===== src/hdl/lcdscu_pkg.sv =====
// Shared constants of the LCD serial command unit: address, opcodes,
// field positions, reset values and frame timing.
// Assumes a single 200 MHz reference clock.
`default_nettype none
package lcdscu_pkg;
    // ==========================================================
    // Bus and display RAM
    localparam logic [7:0] SLAVE_ADDR = 8'h7C;
    localparam int RAM_WORDS = 50;
    localparam int NUM_COM = 4;
    localparam logic [5:0] LAST_ADDR = 6'h31;
    localparam logic [5:0] ADDR_RST = 6'h00;
    // ==========================================================
    // Command patterns on bits 6..0 (bit 7 is the continue flag);
    // x marks a field or don't-care bit, matched with wildcard equality
    localparam int CONT_BIT = 7;
    localparam logic [6:0] PAT_MODE = 7'b100_xxxx;
    localparam logic [6:0] PAT_ADDRESS_SET_CMD = 7'b00x_xxxx;
    localparam logic [6:0] PAT_DISPLAY_CONTROL_CMD = 7'b01x_xxxx;
    localparam logic [6:0] PAT_OPERATION_CONFIG_CMD = 7'b110_1xxx;
    localparam logic [6:0] PAT_BLINK = 7'b111_0xxx;
    // Field positions
    localparam int MODE_ON_BIT = 3;
    localparam int MODE_BIAS_BIT = 2;
    localparam int DISC_FR_LSB = 3;
    localparam int DISC_WAVE_BIT = 2;
    localparam int DISC_SR_LSB = 0;
    localparam int IC_MSB_BIT = 2;
    localparam int IC_RST_BIT = 1;
    localparam int IC_EXT_BIT = 0;
    localparam int BLINK_LSB = 0;
    // Reset values
    localparam logic [1:0] SR_RST = 2'h2;
    localparam logic [1:0] FR_RST = 2'h0;
    localparam logic [1:0] BLINK_RST = 2'h0;
    // ==========================================================
    // Frame timing: one common slot is a quarter frame
    localparam int CLK_HZ = 200_000_000;
    localparam int FR_NORM_HZ = 80;
    localparam int FR_PS1_HZ = 71;
    localparam int FR_PS2_HZ = 64;
    localparam int FR_PS3_HZ = 50;
    localparam int SLOT_NORM_CYC = CLK_HZ / (FR_NORM_HZ * NUM_COM);
    localparam int SLOT_PS1_CYC = CLK_HZ / (FR_PS1_HZ * NUM_COM);
    localparam int SLOT_PS2_CYC = CLK_HZ / (FR_PS2_HZ * NUM_COM);
    localparam int SLOT_PS3_CYC = CLK_HZ / (FR_PS3_HZ * NUM_COM);
    // Blink half periods in frames at nominal rate: 0.5, 1, 2 Hz
    localparam logic [7:0] BLINK_HALF_05 = 8'(FR_NORM_HZ);
    localparam logic [7:0] BLINK_HALF_1 = 8'(FR_NORM_HZ / 2);
    localparam logic [7:0] BLINK_HALF_2 = 8'(FR_NORM_HZ / 4);
    // ==========================================================
    // Serial receiver states
    typedef enum logic [4:0] {
        ST_IDLE = 5'b00001,
        ST_ADDR = 5'b00010,
        ST_CMD = 5'b00100,
        ST_DATA = 5'b01000,
        ST_SKIP = 5'b10000
    } lcdscu_state_t;
endpackage
`default_nettype wire


===== src/hdl/lcdscu_fifo.sv =====
// Small flip-flop FIFO with valid/ready on both sides.
// Assumes one clock; depth must be a power of two.
`timescale 1ns/1ps
`default_nettype none
module lcdscu_fifo #(
    parameter int W = 10,
    parameter int D = 8
) (
    // Clock and reset
    input wire logic i_ref_clk,
    input wire logic i_rstn,
    // Fill side
    input wire logic i_in_valid,
    output logic o_in_ready,
    input wire logic [W-1:0] i_in_data,
    // Drain side
    output logic o_out_valid,
    input wire logic i_out_ready,
    output logic [W-1:0] o_out_data
);
    localparam int AW = $clog2(D);
    // ==========================================================
    // Elaboration check: wrap logic relies on power-of-two depth
    if (D < 2 || (D & (D - 1)) != 0) begin : g_bad_depth
        $error("lcdscu_fifo depth must be a power of two");
    end
    logic [W-1:0] mem_r [D]; // Storage
    logic [AW-1:0] wp_r; // Write index
    logic [AW-1:0] rp_r; // Read index
    logic [AW:0] cnt_r; // Fill level
    logic push;
    logic pop;
    assign o_in_ready = cnt_r != (AW+1)'(D);
    assign o_out_valid = cnt_r != '0;
    assign o_out_data = mem_r[rp_r];
    assign push = i_in_valid & o_in_ready;
    assign pop = o_out_valid & i_out_ready;
    // ==========================================================
    // Pointers and level
    always_ff @(posedge i_ref_clk or negedge i_rstn) begin
        if (!i_rstn) begin
            wp_r <= '0;
            rp_r <= '0;
            cnt_r <= '0;
        end else begin
            if (push) wp_r <= wp_r + 1'b1;
            if (pop) rp_r <= rp_r + 1'b1;
            cnt_r <= cnt_r + (AW+1)'(push) - (AW+1)'(pop);
        end
    end
    // Storage has no reset; empty flag hides stale entries
    always_ff @(posedge i_ref_clk) begin
        if (push) mem_r[wp_r] <= i_in_data;
    end
endmodule
`default_nettype wire


===== src/hdl/lcdscu_top.sv =====
// Serial command front end and scan logic of a 50x4 LCD segment driver.
// Assumes the serial pins, inhibit and external clock are asynchronous
// and that the pad ring resolves the open-drain data line.
`timescale 1ns/1ps
`default_nettype none
// Operation
// - Address 0x7C after start; then a command
// - Eight-bit bytes, each acknowledged
// - Ack low from eighth fall to ninth fall
// - Data line only pulled low, never high
// - Command top bit: command or data next
// - After data starts, commands need fresh start
// - Start or stop cancels partial command
// - Wrong address: no ack, ignore until start
// - RAM of fifty four-bit words
// - Data from set address, advance per nibble
// - Address wraps from 0x31 to zero
// - Nibble stored on receipt, not on ack
// - Clock source internal or external by command
// - Bias one-third or one-half by command
// - Line or frame inversion by command
// - Blink setting by command from frame clock
// - Soft reset: display off, address zero
// - Inhibit low forces display off
// - Four commons, fifty segments, quarter duty
// - Nominal frame rate eighty hertz
// - Address six bits, out of range gives zero
// - Display off blanks after one frame
// - Soft reset ignores other operation bits
module lcdscu_top #(
    parameter int P_SLOT_NORM = lcdscu_pkg::SLOT_NORM_CYC,
    parameter int P_SLOT_PS1 = lcdscu_pkg::SLOT_PS1_CYC,
    parameter int P_SLOT_PS2 = lcdscu_pkg::SLOT_PS2_CYC,
    parameter int P_SLOT_PS3 = lcdscu_pkg::SLOT_PS3_CYC
) (
    // Clock and reset
    input wire logic i_ref_clk,
    input wire logic i_rstn,
    // Two-wire serial bus
    input wire logic i_scl,
    input wire logic i_sda,
    output logic o_sda_o,
    output logic o_sda_oe,
    // Pins
    input wire logic i_display_inhibit_n,
    input wire logic i_external_clock_pin,
    // Drive outputs
    output logic [lcdscu_pkg::NUM_COM-1:0] o_common_outputs,
    output logic [lcdscu_pkg::RAM_WORDS-1:0] o_segment_outputs,
    output logic o_polarity,
    // Settings seen by the analog side
    output logic o_bias_half,
    output logic o_frame_inv,
    output logic [1:0] o_frame_rate,
    output logic [1:0] o_sr_mode,
    output logic o_ext_clk_sel,
    output logic o_display_on
);
    import lcdscu_pkg::*;
    // ==========================================================
    // Elaboration check: slot counter is 20 bits wide
    if (P_SLOT_NORM < 2 || P_SLOT_PS3 > 1_000_000 || P_SLOT_PS1 < 2
        || P_SLOT_PS2 < 2 || P_SLOT_PS3 < 2) begin : g_bad_slot
        $error("lcdscu_top slot length out of range");
    end
    // ==========================================================
    // Synchronisers: first stage feeds only the second
    logic [1:0] scl_q, sda_q, inh_q, ext_q;
    logic scl_p, sda_p, ext_p; // Previous synced levels
    always_ff @(posedge i_ref_clk or negedge i_rstn) begin
        if (!i_rstn) begin
            scl_q <= 2'h3;
            sda_q <= 2'h3;
            inh_q <= 2'h0;
            ext_q <= 2'h0;
            scl_p <= 1'b1;
            sda_p <= 1'b1;
            ext_p <= 1'b0;
        end else begin
            scl_q <= {scl_q[0], i_scl};
            sda_q <= {sda_q[0], i_sda};
            inh_q <= {inh_q[0], i_display_inhibit_n};
            ext_q <= {ext_q[0], i_external_clock_pin};
            scl_p <= scl_q[1];
            sda_p <= sda_q[1];
            ext_p <= ext_q[1];
        end
    end
    logic scl_rise, scl_fall, bus_start, bus_stop, ext_rise;
    assign scl_rise = scl_q[1] & ~scl_p;
    assign scl_fall = ~scl_q[1] & scl_p;
    assign bus_start = scl_q[1] & scl_p & sda_p & ~sda_q[1];
    assign bus_stop = scl_q[1] & scl_p & ~sda_p & sda_q[1];
    assign ext_rise = ext_q[1] & ~ext_p;
    // ==========================================================
    // Serial receiver
    lcdscu_state_t state_r;
    logic [3:0] bit_cnt_r; // Rising edges seen in this byte
    logic [6:0] shift_r;
    logic ack_pend_r; // Ack owed for the byte just taken
    logic drop_r; // A nibble of this byte found the FIFO full
    logic sda_oe_r;
    logic [7:0] rx_byte;
    logic byte_done, nib_evt, cmd_exec, push_ok, push_drop;
    logic fifo_in_ready;
    assign rx_byte = {shift_r, sda_q[1]};
    // Eighth rising edge completes a byte; bits taken MSB first
    assign byte_done = scl_rise && bit_cnt_r == 4'd7;
    // A command only acts once all eight bits are in
    assign cmd_exec = byte_done && state_r == ST_CMD;
    // Each nibble of a data byte is pushed when its last bit lands
    assign nib_evt = scl_rise && state_r == ST_DATA
        && (bit_cnt_r == 4'd3 || bit_cnt_r == 4'd7);
    assign push_ok = nib_evt & fifo_in_ready;
    assign push_drop = nib_evt & ~fifo_in_ready;
    // Byte framing and state; start/stop abandon partial bytes
    always_ff @(posedge i_ref_clk or negedge i_rstn) begin
        if (!i_rstn) begin
            state_r <= ST_IDLE;
            bit_cnt_r <= 4'd0;
            shift_r <= 7'h00;
            ack_pend_r <= 1'b0;
            drop_r <= 1'b0;
        end else if (bus_start) begin
            state_r <= ST_ADDR;
            bit_cnt_r <= 4'd0;
            ack_pend_r <= 1'b0;
            drop_r <= 1'b0;
        end else if (bus_stop) begin
            state_r <= ST_IDLE;
            bit_cnt_r <= 4'd0;
            ack_pend_r <= 1'b0;
        end else if (scl_rise && state_r != ST_IDLE) begin
            shift_r <= rx_byte[6:0];
            bit_cnt_r <= bit_cnt_r + 4'd1;
            if (push_drop) drop_r <= 1'b1;
            if (byte_done) begin
                case (state_r)
                    ST_ADDR: begin
                        // Wrong address: stay deaf until start
                        if (rx_byte == SLAVE_ADDR) begin
                            state_r <= ST_CMD;
                            ack_pend_r <= 1'b1;
                        end else begin
                            state_r <= ST_SKIP;
                            ack_pend_r <= 1'b0;
                        end
                    end
                    ST_CMD: begin
                        // Top bit picks command or data next
                        state_r <= rx_byte[CONT_BIT] ? ST_CMD : ST_DATA;
                        ack_pend_r <= 1'b1;
                    end
                    // Data state holds until the next start or stop
                    ST_DATA: ack_pend_r <= ~(drop_r | push_drop);
                    default: ack_pend_r <= 1'b0;
                endcase
            end
        end else if (scl_fall && bit_cnt_r == 4'd9) begin
            bit_cnt_r <= 4'd0;
            drop_r <= 1'b0;
        end
    end
    // ==========================================================
    // Acknowledge driver: low from eighth fall to ninth fall
    always_ff @(posedge i_ref_clk or negedge i_rstn) begin
        if (!i_rstn) begin
            sda_oe_r <= 1'b0;
        end else if (bus_start || bus_stop) begin
            sda_oe_r <= 1'b0;
        end else if (scl_fall && bit_cnt_r == 4'd8) begin
            sda_oe_r <= ack_pend_r;
        end else if (scl_fall && bit_cnt_r == 4'd9) begin
            sda_oe_r <= 1'b0;
        end
    end
    // Open drain: the driven level is always low
    assign o_sda_o = 1'b0;
    assign o_sda_oe = sda_oe_r;
    // ==========================================================
    // Settings written by commands
    logic disp_on_r, bias_r, inv_r, ext_r, msb_r;
    logic [1:0] fr_r, sr_r, blink_r;
    logic soft_rst;
    assign soft_rst = cmd_exec && rx_byte[6:0] ==? PAT_OPERATION_CONFIG_CMD && rx_byte[IC_RST_BIT];
    always_ff @(posedge i_ref_clk or negedge i_rstn) begin
        if (!i_rstn) begin
            disp_on_r <= 1'b0;
            bias_r <= 1'b0;
            inv_r <= 1'b0;
            ext_r <= 1'b0;
            msb_r <= 1'b0;
            fr_r <= FR_RST;
            sr_r <= SR_RST;
            blink_r <= BLINK_RST;
        end else if (soft_rst) begin
            // Other operation bits are ignored on soft reset
            disp_on_r <= 1'b0;
            bias_r <= 1'b0;
            inv_r <= 1'b0;
            ext_r <= 1'b0;
            msb_r <= 1'b0;
            fr_r <= FR_RST;
            sr_r <= SR_RST;
            blink_r <= BLINK_RST;
        end else if (cmd_exec) begin
            case (1'b1)
                rx_byte[6:0] ==? PAT_MODE: begin
                    disp_on_r <= rx_byte[MODE_ON_BIT];
                    bias_r <= rx_byte[MODE_BIAS_BIT];
                end
                rx_byte[6:0] ==? PAT_DISPLAY_CONTROL_CMD: begin
                    fr_r <= rx_byte[DISC_FR_LSB +: 2];
                    inv_r <= rx_byte[DISC_WAVE_BIT];
                    sr_r <= rx_byte[DISC_SR_LSB +: 2];
                end
                rx_byte[6:0] ==? PAT_OPERATION_CONFIG_CMD: begin
                    msb_r <= rx_byte[IC_MSB_BIT];
                    ext_r <= rx_byte[IC_EXT_BIT];
                end
                rx_byte[6:0] ==? PAT_BLINK: blink_r <= rx_byte[BLINK_LSB +: 2];
                default: ;
            endcase
        end
    end
    // ==========================================================
    // Write address: set by command, advanced per nibble
    logic [5:0] wr_addr_r;
    logic [5:0] set_addr;
    assign set_addr = {msb_r, rx_byte[4:0]};
    always_ff @(posedge i_ref_clk or negedge i_rstn) begin
        if (!i_rstn) begin
            wr_addr_r <= ADDR_RST;
        end else if (soft_rst) begin
            wr_addr_r <= ADDR_RST;
        end else if (cmd_exec && rx_byte[6:0] ==? PAT_ADDRESS_SET_CMD) begin
            // Out-of-range addresses fall back to zero
            wr_addr_r <= (set_addr > LAST_ADDR) ? ADDR_RST : set_addr;
        end else if (push_ok) begin
            // High nibble lands first, low nibble at the next word
            wr_addr_r <= (wr_addr_r == LAST_ADDR) ? ADDR_RST
                : wr_addr_r + 6'd1;
        end
    end
    // ==========================================================
    // Nibble FIFO between receiver and RAM; a full FIFO withholds ack
    logic [9:0] fifo_out;
    logic fifo_out_valid, ram_we, slot_tick;
    lcdscu_fifo #(.W(10), .D(8)) u_fifo (
        .i_ref_clk(i_ref_clk),
        .i_rstn(i_rstn),
        .i_in_valid(nib_evt),
        .o_in_ready(fifo_in_ready),
        .i_in_data({wr_addr_r, rx_byte[3:0]}),
        .o_out_valid(fifo_out_valid),
        .i_out_ready(~slot_tick),
        .o_out_data(fifo_out)
    );
    // RAM port yields to the scan on slot ticks
    assign ram_we = fifo_out_valid & ~slot_tick;
    // ==========================================================
    // Display RAM, untouched by soft reset
    logic [3:0] ram_r [RAM_WORDS];
    always_ff @(posedge i_ref_clk or negedge i_rstn) begin
        if (!i_rstn) begin
            for (int i = 0; i < RAM_WORDS; i++) ram_r[i] <= 4'h0;
        end else if (ram_we) begin
            ram_r[fifo_out[9:4]] <= fifo_out[3:0];
        end
    end
    // ==========================================================
    // Frame timing: internal divider or external pin edges
    logic [19:0] slot_cnt_r, slot_len;
    logic [1:0] com_idx_r;
    logic frame_end;
    always_comb begin
        case (fr_r)
            2'd0: slot_len = 20'(P_SLOT_NORM);
            2'd1: slot_len = 20'(P_SLOT_PS1);
            2'd2: slot_len = 20'(P_SLOT_PS2);
            default: slot_len = 20'(P_SLOT_PS3);
        endcase
    end
    // External mode takes one slot per pin rising edge
    assign slot_tick = ext_r ? ext_rise : (slot_cnt_r >= slot_len - 20'd1);
    assign frame_end = slot_tick && com_idx_r == 2'd3;
    always_ff @(posedge i_ref_clk or negedge i_rstn) begin
        if (!i_rstn) begin
            slot_cnt_r <= 20'd0;
            com_idx_r <= 2'd0;
        end else if (slot_tick) begin
            slot_cnt_r <= 20'd0;
            com_idx_r <= com_idx_r + 2'd1;
        end else if (!ext_r) begin
            slot_cnt_r <= slot_cnt_r + 20'd1;
        end
    end
    // ==========================================================
    // Polarity, blanking and blink
    logic pol_r, blank_r, blink_ph_r, run;
    logic [7:0] blink_cnt_r, blink_half;
    assign run = disp_on_r & inh_q[1];
    always_comb begin
        case (blink_r)
            2'd1: blink_half = BLINK_HALF_05;
            2'd2: blink_half = BLINK_HALF_1;
            default: blink_half = BLINK_HALF_2;
        endcase
    end
    always_ff @(posedge i_ref_clk or negedge i_rstn) begin
        if (!i_rstn) begin
            pol_r <= 1'b0;
        end else if (inv_r ? frame_end : slot_tick) begin
            pol_r <= ~pol_r;
        end
    end
    // Off keeps scanning for one frame of off data, then stops
    always_ff @(posedge i_ref_clk or negedge i_rstn) begin
        if (!i_rstn) begin
            blank_r <= 1'b1;
        end else if (run) begin
            blank_r <= 1'b0;
        end else if (frame_end) begin
            blank_r <= 1'b1;
        end
    end
    // Blink counts frames, so its rate follows the frame clock
    always_ff @(posedge i_ref_clk or negedge i_rstn) begin
        if (!i_rstn) begin
            blink_cnt_r <= 8'd0;
            blink_ph_r <= 1'b0;
        end else if (blink_r == BLINK_RST) begin
            blink_cnt_r <= 8'd0;
            blink_ph_r <= 1'b0;
        end else if (frame_end) begin
            if (blink_cnt_r >= blink_half - 8'd1) begin
                blink_cnt_r <= 8'd0;
                blink_ph_r <= ~blink_ph_r;
            end else begin
                blink_cnt_r <= blink_cnt_r + 8'd1;
            end
        end
    end
    // ==========================================================
    // Drive outputs, registered every cycle
    logic [RAM_WORDS-1:0] seg_nxt;
    logic [NUM_COM-1:0] com_r;
    logic [RAM_WORDS-1:0] seg_r;
    logic show;
    assign show = run & ~blink_ph_r;
    for (genvar g = 0; g < RAM_WORDS; g++) begin : g_seg
        // Bit 3 of a word belongs to the first common
        assign seg_nxt[g] = (ram_r[g][~com_idx_r] & show) ^ pol_r;
    end
    always_ff @(posedge i_ref_clk or negedge i_rstn) begin
        if (!i_rstn) begin
            com_r <= '0;
            seg_r <= '0;
        end else if (blank_r) begin
            com_r <= '0;
            seg_r <= '0;
        end else begin
            com_r <= NUM_COM'(1) << com_idx_r;
            seg_r <= seg_nxt;
        end
    end
    assign o_common_outputs = com_r;
    assign o_segment_outputs = seg_r;
    assign o_polarity = pol_r;
    assign o_bias_half = bias_r;
    assign o_frame_inv = inv_r;
    assign o_frame_rate = fr_r;
    assign o_sr_mode = sr_r;
    assign o_ext_clk_sel = ext_r;
    assign o_display_on = disp_on_r;
endmodule
`default_nettype wire


===== config.mk =====
export PLATFORM = sky130hd
export DESIGN_NAME = lcdscu_top
export DESIGN_NICKNAME = d
export VERILOG_FILES = /design/src/hdl/lcdscu_pkg.sv /design/src/hdl/lcdscu_fifo.sv /design/src/hdl/lcdscu_top.sv
export SDC_FILE = /design/constraint.sdc
export NUM_CORES = 1
export LEC_CHECK = 0
export BUFFER_PORTS_ARGS = -buffer_cell sky130_fd_sc_hd__buf_2
export CORE_AREA = 2 2 215 217
export CTS_BUF_LIST = sky130_fd_sc_hd__clkbuf_8
export CTS_CLUSTER_DIAMETER = 120
export DETAILED_ROUTE_END_ITERATION = 6
export DIE_AREA = 0 0 217 219
export GPL_ROUTABILITY_DRIVEN = 0
export HOLD_SLACK_MARGIN = 0.03
export MAX_ROUTING_LAYER = met4
export PLACE_DENSITY = 0.59
export RECOVER_POWER = 25
export SYNTH_ARGS = -nofsm -noshare
export SYNTH_HDL_FRONTEND = slang
export SYNTH_SLANG_ARGS = --single-unit

===== constraint.sdc =====
create_clock -name i_ref_clk -period 4.9 [get_ports i_ref_clk]
set_input_delay 0.98 -clock i_ref_clk [delete_from_list [all_inputs] [get_ports i_ref_clk]]
set_output_delay 0.98 -clock i_ref_clk [all_outputs]
set_load 0.02 [all_outputs]

Word level (Yosys, flattened, before mapping) --
Memory sizes are Yosys's and may differ from the RTL's. Index checks and enable logic that the tools add are counted.
Word-level totals: flip-flop bits (word level) 344, memory bits (writable) 80, input bits 6, output and inout bits 65, word-level logic and storage cells 482, memories kept 1
Cells by class: add/subtract/negate cells 11, order comparisons 6, eq/ne operators 26, shift operators 1, multiplexer cells 184, bitwise logic cells 128, reduce and logical (&&, ||, !) cells 42
Memories:
- u_fifo.mem_r | words 8, width 10, read ports 1, clocked after Yosys merged registers in 0, write ports 1, RTL line lcdscu_fifo.sv:27 | logic [W-1:0] mem_r [D];
Operator list (number):
- 200-bit bitwise mux | 1
- 1-bit binary-select mux with 2-bit select | 50
- 1-bit 2-to-1 mux | 91
- 1-bit AND | 63
- 19-bit case mux with 3 select lines | 1
- 50-bit 2-to-1 mux | 1
- 1-bit XOR | 50
- 20-bit 2-to-1 mux | 2
- 6-bit 2-to-1 mux | 5
- 2-bit 2-to-1 mux | 14
- 4-bit 2-to-1 mux | 7
- 5-bit 2-to-1 mux | 5
- 4-bit demux with 6-bit select | 1
- 8-bit 2-to-1 mux | 3
- 20-bit by 1-bit adder with 20-bit output, second input constant | 1
- 20-bit greater-or-equal comparator | 1
- 20-bit by 1-bit subtractor with 20-bit output, second input constant | 1
- 4-bit == test, second input constant | 4
- 2-bit nonzero test | 8
- 3-bit nonzero test | 5
- 7-bit case mux with 2 select lines | 1
- 1-bit logical AND | 12
- 1-bit NOT | 12
- 3-bit AND reduction | 4
- 40 further kinds | 55

Longest topological paths before layout --
word-level depth 12, mapped depth 17, mapped depth without buffers 15

By module --
Synthesis repeated with hierarchy kept, for this count alone.
Second synthesis, totals: cell total of the unflattened synthesis 1465, area total of the unflattened synthesis 19625.1 µm²
Modules (own cells, without submodules):
- lcdscu_top | times used 1, cells each 1295, area each 15974.1 µm², seq. area each 8369.3 µm²
- lcdscu_fifo | times used 1, cells each 170, area each 3651.0 µm², seq. area each 2652.5 µm²

Least setup slack after synthesis --
No wires, ideal clock.
kind reg-to-reg, from reg fr_r[0] (netlist: o_frame_rate[0]), to reg u_fifo.cnt_r[2], setup time 0.123 ns, data arrival time 3.858 ns, required time 4.777 ns, slack 0.919 ns, cell stages (with the launch flop) 17, path buffers 2, period minus slack after synthesis 3.981 ns, cell sequence dfrtp_1 > inv_1 > ha_1 > ha_1 > a21o_1 > a221o_1 > a221oi_2 > o211ai_4 > buf_2 > buf_2 > a21oi_1 > ha_1 > inv_1 > ha_1 > inv_1 > fa_1 > xnor2_1
On the way: word-level cells in the longest chain between the ends 8, elaborated cells between the ends (all ways) 10, classes of those cells add/sub (2); order compare (1); eq/ne (2); mux (2); bitwise (2); reduce/logical (1)
Ends and longest elaborated chain:
- start: declaration | RTL line lcdscu_top.sv:183 | logic [1:0] fr_r, sr_r, blink_r;
- start signal: assignment | RTL line lcdscu_top.sv:213 | fr_r <= rx_byte[DISC_FR_LSB +: 2];
- 2-bit == test, or another cell as far along | RTL line lcdscu_top.sv:277 | case (fr_r)
- 19-bit case mux with 3 select lines * | RTL line lcdscu_top.sv:277
- 20-bit by 1-bit subtractor with 20-bit output * | RTL line lcdscu_top.sv:285 | assign slot_tick = ext_r ? ext_rise : (slot_cnt_r >= slot_len - 20'd1);
- 20-bit greater-or-equal comparator * | RTL line lcdscu_top.sv:285
- 1-bit 2-to-1 mux * | RTL line lcdscu_top.sv:285
- 1-bit NOT *
- 1-bit AND *
- via ram_we | RTL line lcdscu_top.sv:248 | logic fifo_out_valid, ram_we, slot_tick;
- 4-bit by 1-bit subtractor with 4-bit output * | RTL line lcdscu_fifo.sv:48 | cnt_r <= cnt_r + (AW+1)'(push) - (AW+1)'(pop);
- end signal: assignment | RTL line lcdscu_fifo.sv:48
- end: declaration | RTL line lcdscu_fifo.sv:30 | logic [AW:0] cnt_r;
Mark *: on every way through the listed nets, which the timed path passes. The rest lies on a longest branch. A chain may end at the register's enable or synchronous reset.

Worst setup path in the final report --
from reg fr_r[0] (netlist: o_frame_rate[0]), to reg u_fifo.cnt_r[1]
Same word-level chain as after synthesis.

==> metrics <==
run status=complete, but fails checks; failing checks=capacitance limit, slew limit; vias in the first global route=12900; Crit Path Max Fanout=14; syn_area_per_cell=13.3 µm²; DR iter-0 viols=684; VDD IR max=0.000176 V; WP data arrival=4.32 ns; Buffers on Ports=69; Yosys cell types=77; cells after synthesis=1513; share of cells above drive strength 1=0.327; part of the Yosys area used for sequential elements=0.548; Finished Layout Cells=2247; Initial Utilization=0.446; total number of vias=12200; crit path from=o_frame_rate[0]$_DFFE_PN0P_; CTS Buf Count=74; worst setup path class=reg -> reg; Hold Vio Cnt, Final=0; vias per cell=5.44; most frequent cells in the layout=332 x dfrtp_1, 211 x mux2_2, 111 x nor2_1, 105 x nand2_1, 87 x clkbuf_8; Startpoint Class=register; die area=0.0475 mm²; final WL=44400 µm; most common cell after layout, fill and taps aside=dfrtp_1; # diodes=0; critical path data required time=5.42 ns; DRT antenna net count=0; Worst Hold Launch=ext_q[0]$_DFF_PN0_; Die W=217 µm; EDFF count, synth=80; Area growth syn-to-layout=11.8%; Tot GR Track Use=0.200; Leak=9.99 nW; Primary FF master, synth=dfrtp_1; final setup vio count=0; layout net count=1650; clock latency on the worst-skew pair=0.65 ns; Placed Cells=2114; Warnings, synthesis=0; Layout fillers=3980; WL/cell=19.8 µm; Final TNS setup=0 ns; most used routing layer=met2; Rel. slew slack=-0.992; setup slack at placement=1.12 ns; TritonCTS Sinks=424; Clock Skews=0.0364 ns; crit path time final=3.81 ns; cts-stage hold buffer count=0; post-DP HPWL=26600 µm; Post-Syn Area=0.0201 mm²; Core Region=0.0451 mm²; die height=219 µm; initial antenna violation count=0; Pwr Density=313 mW/mm²; Post-Layout Inst Area=0.0225 mm²; ys async rst share=0.811; met2 Track Usage GR=0.318; Top Ports=71; register bit total from synthesis=424; max capacitance violation total=1; Clock Path Buffers=3; Post-CTS Setup Bufs=0; DRT Pass-1 Iters=5; CTS tree=done; DRC=0; row count=78; first-pass GRT wire length=72400 µm; final setup margin=1.09 ns; post-cts resize count=0; CP endpoint kind=register; Reg clk slew, reported paths=0.06 ns; RSZ-0062 raised after global routing=no; DP Area=0.0211 mm²; Max Slew Vio Count=118; worst r2r src=o_frame_rate[0]$_DFFE_PN0P_; met3 GRT Util=0.0342; largest net degree at the start of global routing=119; Tightest Hold Check Type=reg -> reg; power consumption=7.03 mW; Final Cycle Share=0.777; Overflow after GRT=0; syn nets=1573; FMAX=263 MHz; GRT met1 Usage=0.262; Max H-tree Level=3; slew at the pin closest to its max-slew limit=2.99 ns; CTS Root Cell=clkbuf_8
==> per-layer routing <==
layer	routed length (µm)	vias to the layer above	part of all wire
li1	-	5622	-
met1	20700	6300	0.47
met2	21200	206	0.48
met3	1540	94	0.035
met4	1040	0	0.023
met5	0	-	0
==> worst paths after layout <==
| check | end | slack [ns] | cells past startpoint |
|---|---|---|---|
| worst max-delay path | u_fifo.cnt_r[1]$_DFF_PN0_ | 1.09 | 14 |
| worst min-delay path | ext_q[1]$_DFF_PN0_ | 0.35 | 0 |
| worst max register to register | u_fifo.cnt_r[1]$_DFF_PN0_ | 1.09 | 14 |
| worst min register to register | ext_q[1]$_DFF_PN0_ | 0.35 | 0 |
| max in group asynchronous | o_polarity$_DFFE_PN0P_ | 1.73 | 1 |
| min in group asynchronous | o_segment_outputs[46]$_DFF_PN0_ | 1.26 | 1 |
==> cells in the mapped netlist, types with 12 or more instances <==
library cell / count / area [µm²]
dfrtp_1: 335 / 8380
mux2_2: 211 / 2380
nor2_1: 112 / 420
nand2_1: 106 / 398
edfxtp_1: 80 / 2400
xor2_1: 70 / 613
mux4_2: 64 / 1440
clkbuf_1: 61 / 229
ha_1: 53 / 663
inv_1: 40 / 150
a21oi_1: 39 / 195
a211oi_2: 38 / 475
o21ai_0: 28 / 140
nand3_1: 27 / 135
nor3_1: 21 / 105
nand2b_1: 18 / 113
nand4_1: 17 / 106
nor2b_1: 15 / 93.8
mux2i_1: 13 / 130
buf_1: 12 / 45.0
buf_2: 12 / 60.1
==> flip-flops by register name, summed over array words and instances, names as in the netlist, 4 cells and up <==
signal             cells
u_fifo.cnt_r           4
o_segment_outputs     50
blink_cnt_r            8
slot_cnt_r            20
bit_cnt_r              4
u_fifo.mem_r          80
state_r                5
wr_addr_r              6
o_common_outputs       4
ram_r                200
shift_r                7
==> critical path, stage by stage, from the launching register on <==
cell and delay (ns):
dfrtp_1 0.48, inv_1 0.10, ha_1 0.24, ha_1 0.30, a21o_1 0.16, a221o_1 0.34
a221oi_2 0.35, o211ai_4 0.25, a21oi_1 0.37, ha_1 0.29, inv_1 0.06, ha_1 0.16
inv_1 0.06, fa_1 0.47, inv_1 0.04
==> metrics by stage <==
| step | utilization | hold WS [ns] |
|---|---|---|
| 3_3_place_gp | 0.467 | 0.334 |
| 2_1_floorplan | - | 0.331 |
| 5_1_grt | 0.499 | 0.367 |
| 6_report | 0.499 | 0.354 |
| 4_1_cts | 0.499 | 0.353 |
| 3_5_place_dp | 0.467 | 0.341 |
==> report_power, final <==
part           leakage [nW]  internal (mW)  switching (mW)
clock                 0.849           1.67            1.46
sequential             5.39           3.66          0.0928
combinational          3.75         0.0510          0.0977
total                  9.99           5.37            1.65
==> kinds of logic after synthesis <==
family                   after synthesis  synth area share
buffers and inverters                128            0.0252
AO/OA/AOI/OAI                        167            0.0717
other                                  2          0.000373
AND/OR/NAND/NOR                      366            0.0874
XOR/XNOR                              79            0.0344
multiplexers                         293             0.199
flip-flops                           424             0.548
adder cells (fa/ha/maj)               54            0.0340
==> area by class of cell <==
cell class / count / area (µm²) / share of cell area
inverter: 40 / 150 / 0.00668
clock buffer: 87 / 1200 / 0.0532
timing repair buffer: 89 / 519 / 0.0231
tap: 600 / 751 / 0.0334
sequential: 424 / 11000 / 0.491
clock inverter: 46 / 228 / 0.0101
multi-input combinational: 961 / 8610 / 0.383
Note: power is estimated with default switching activity, not from simulation.
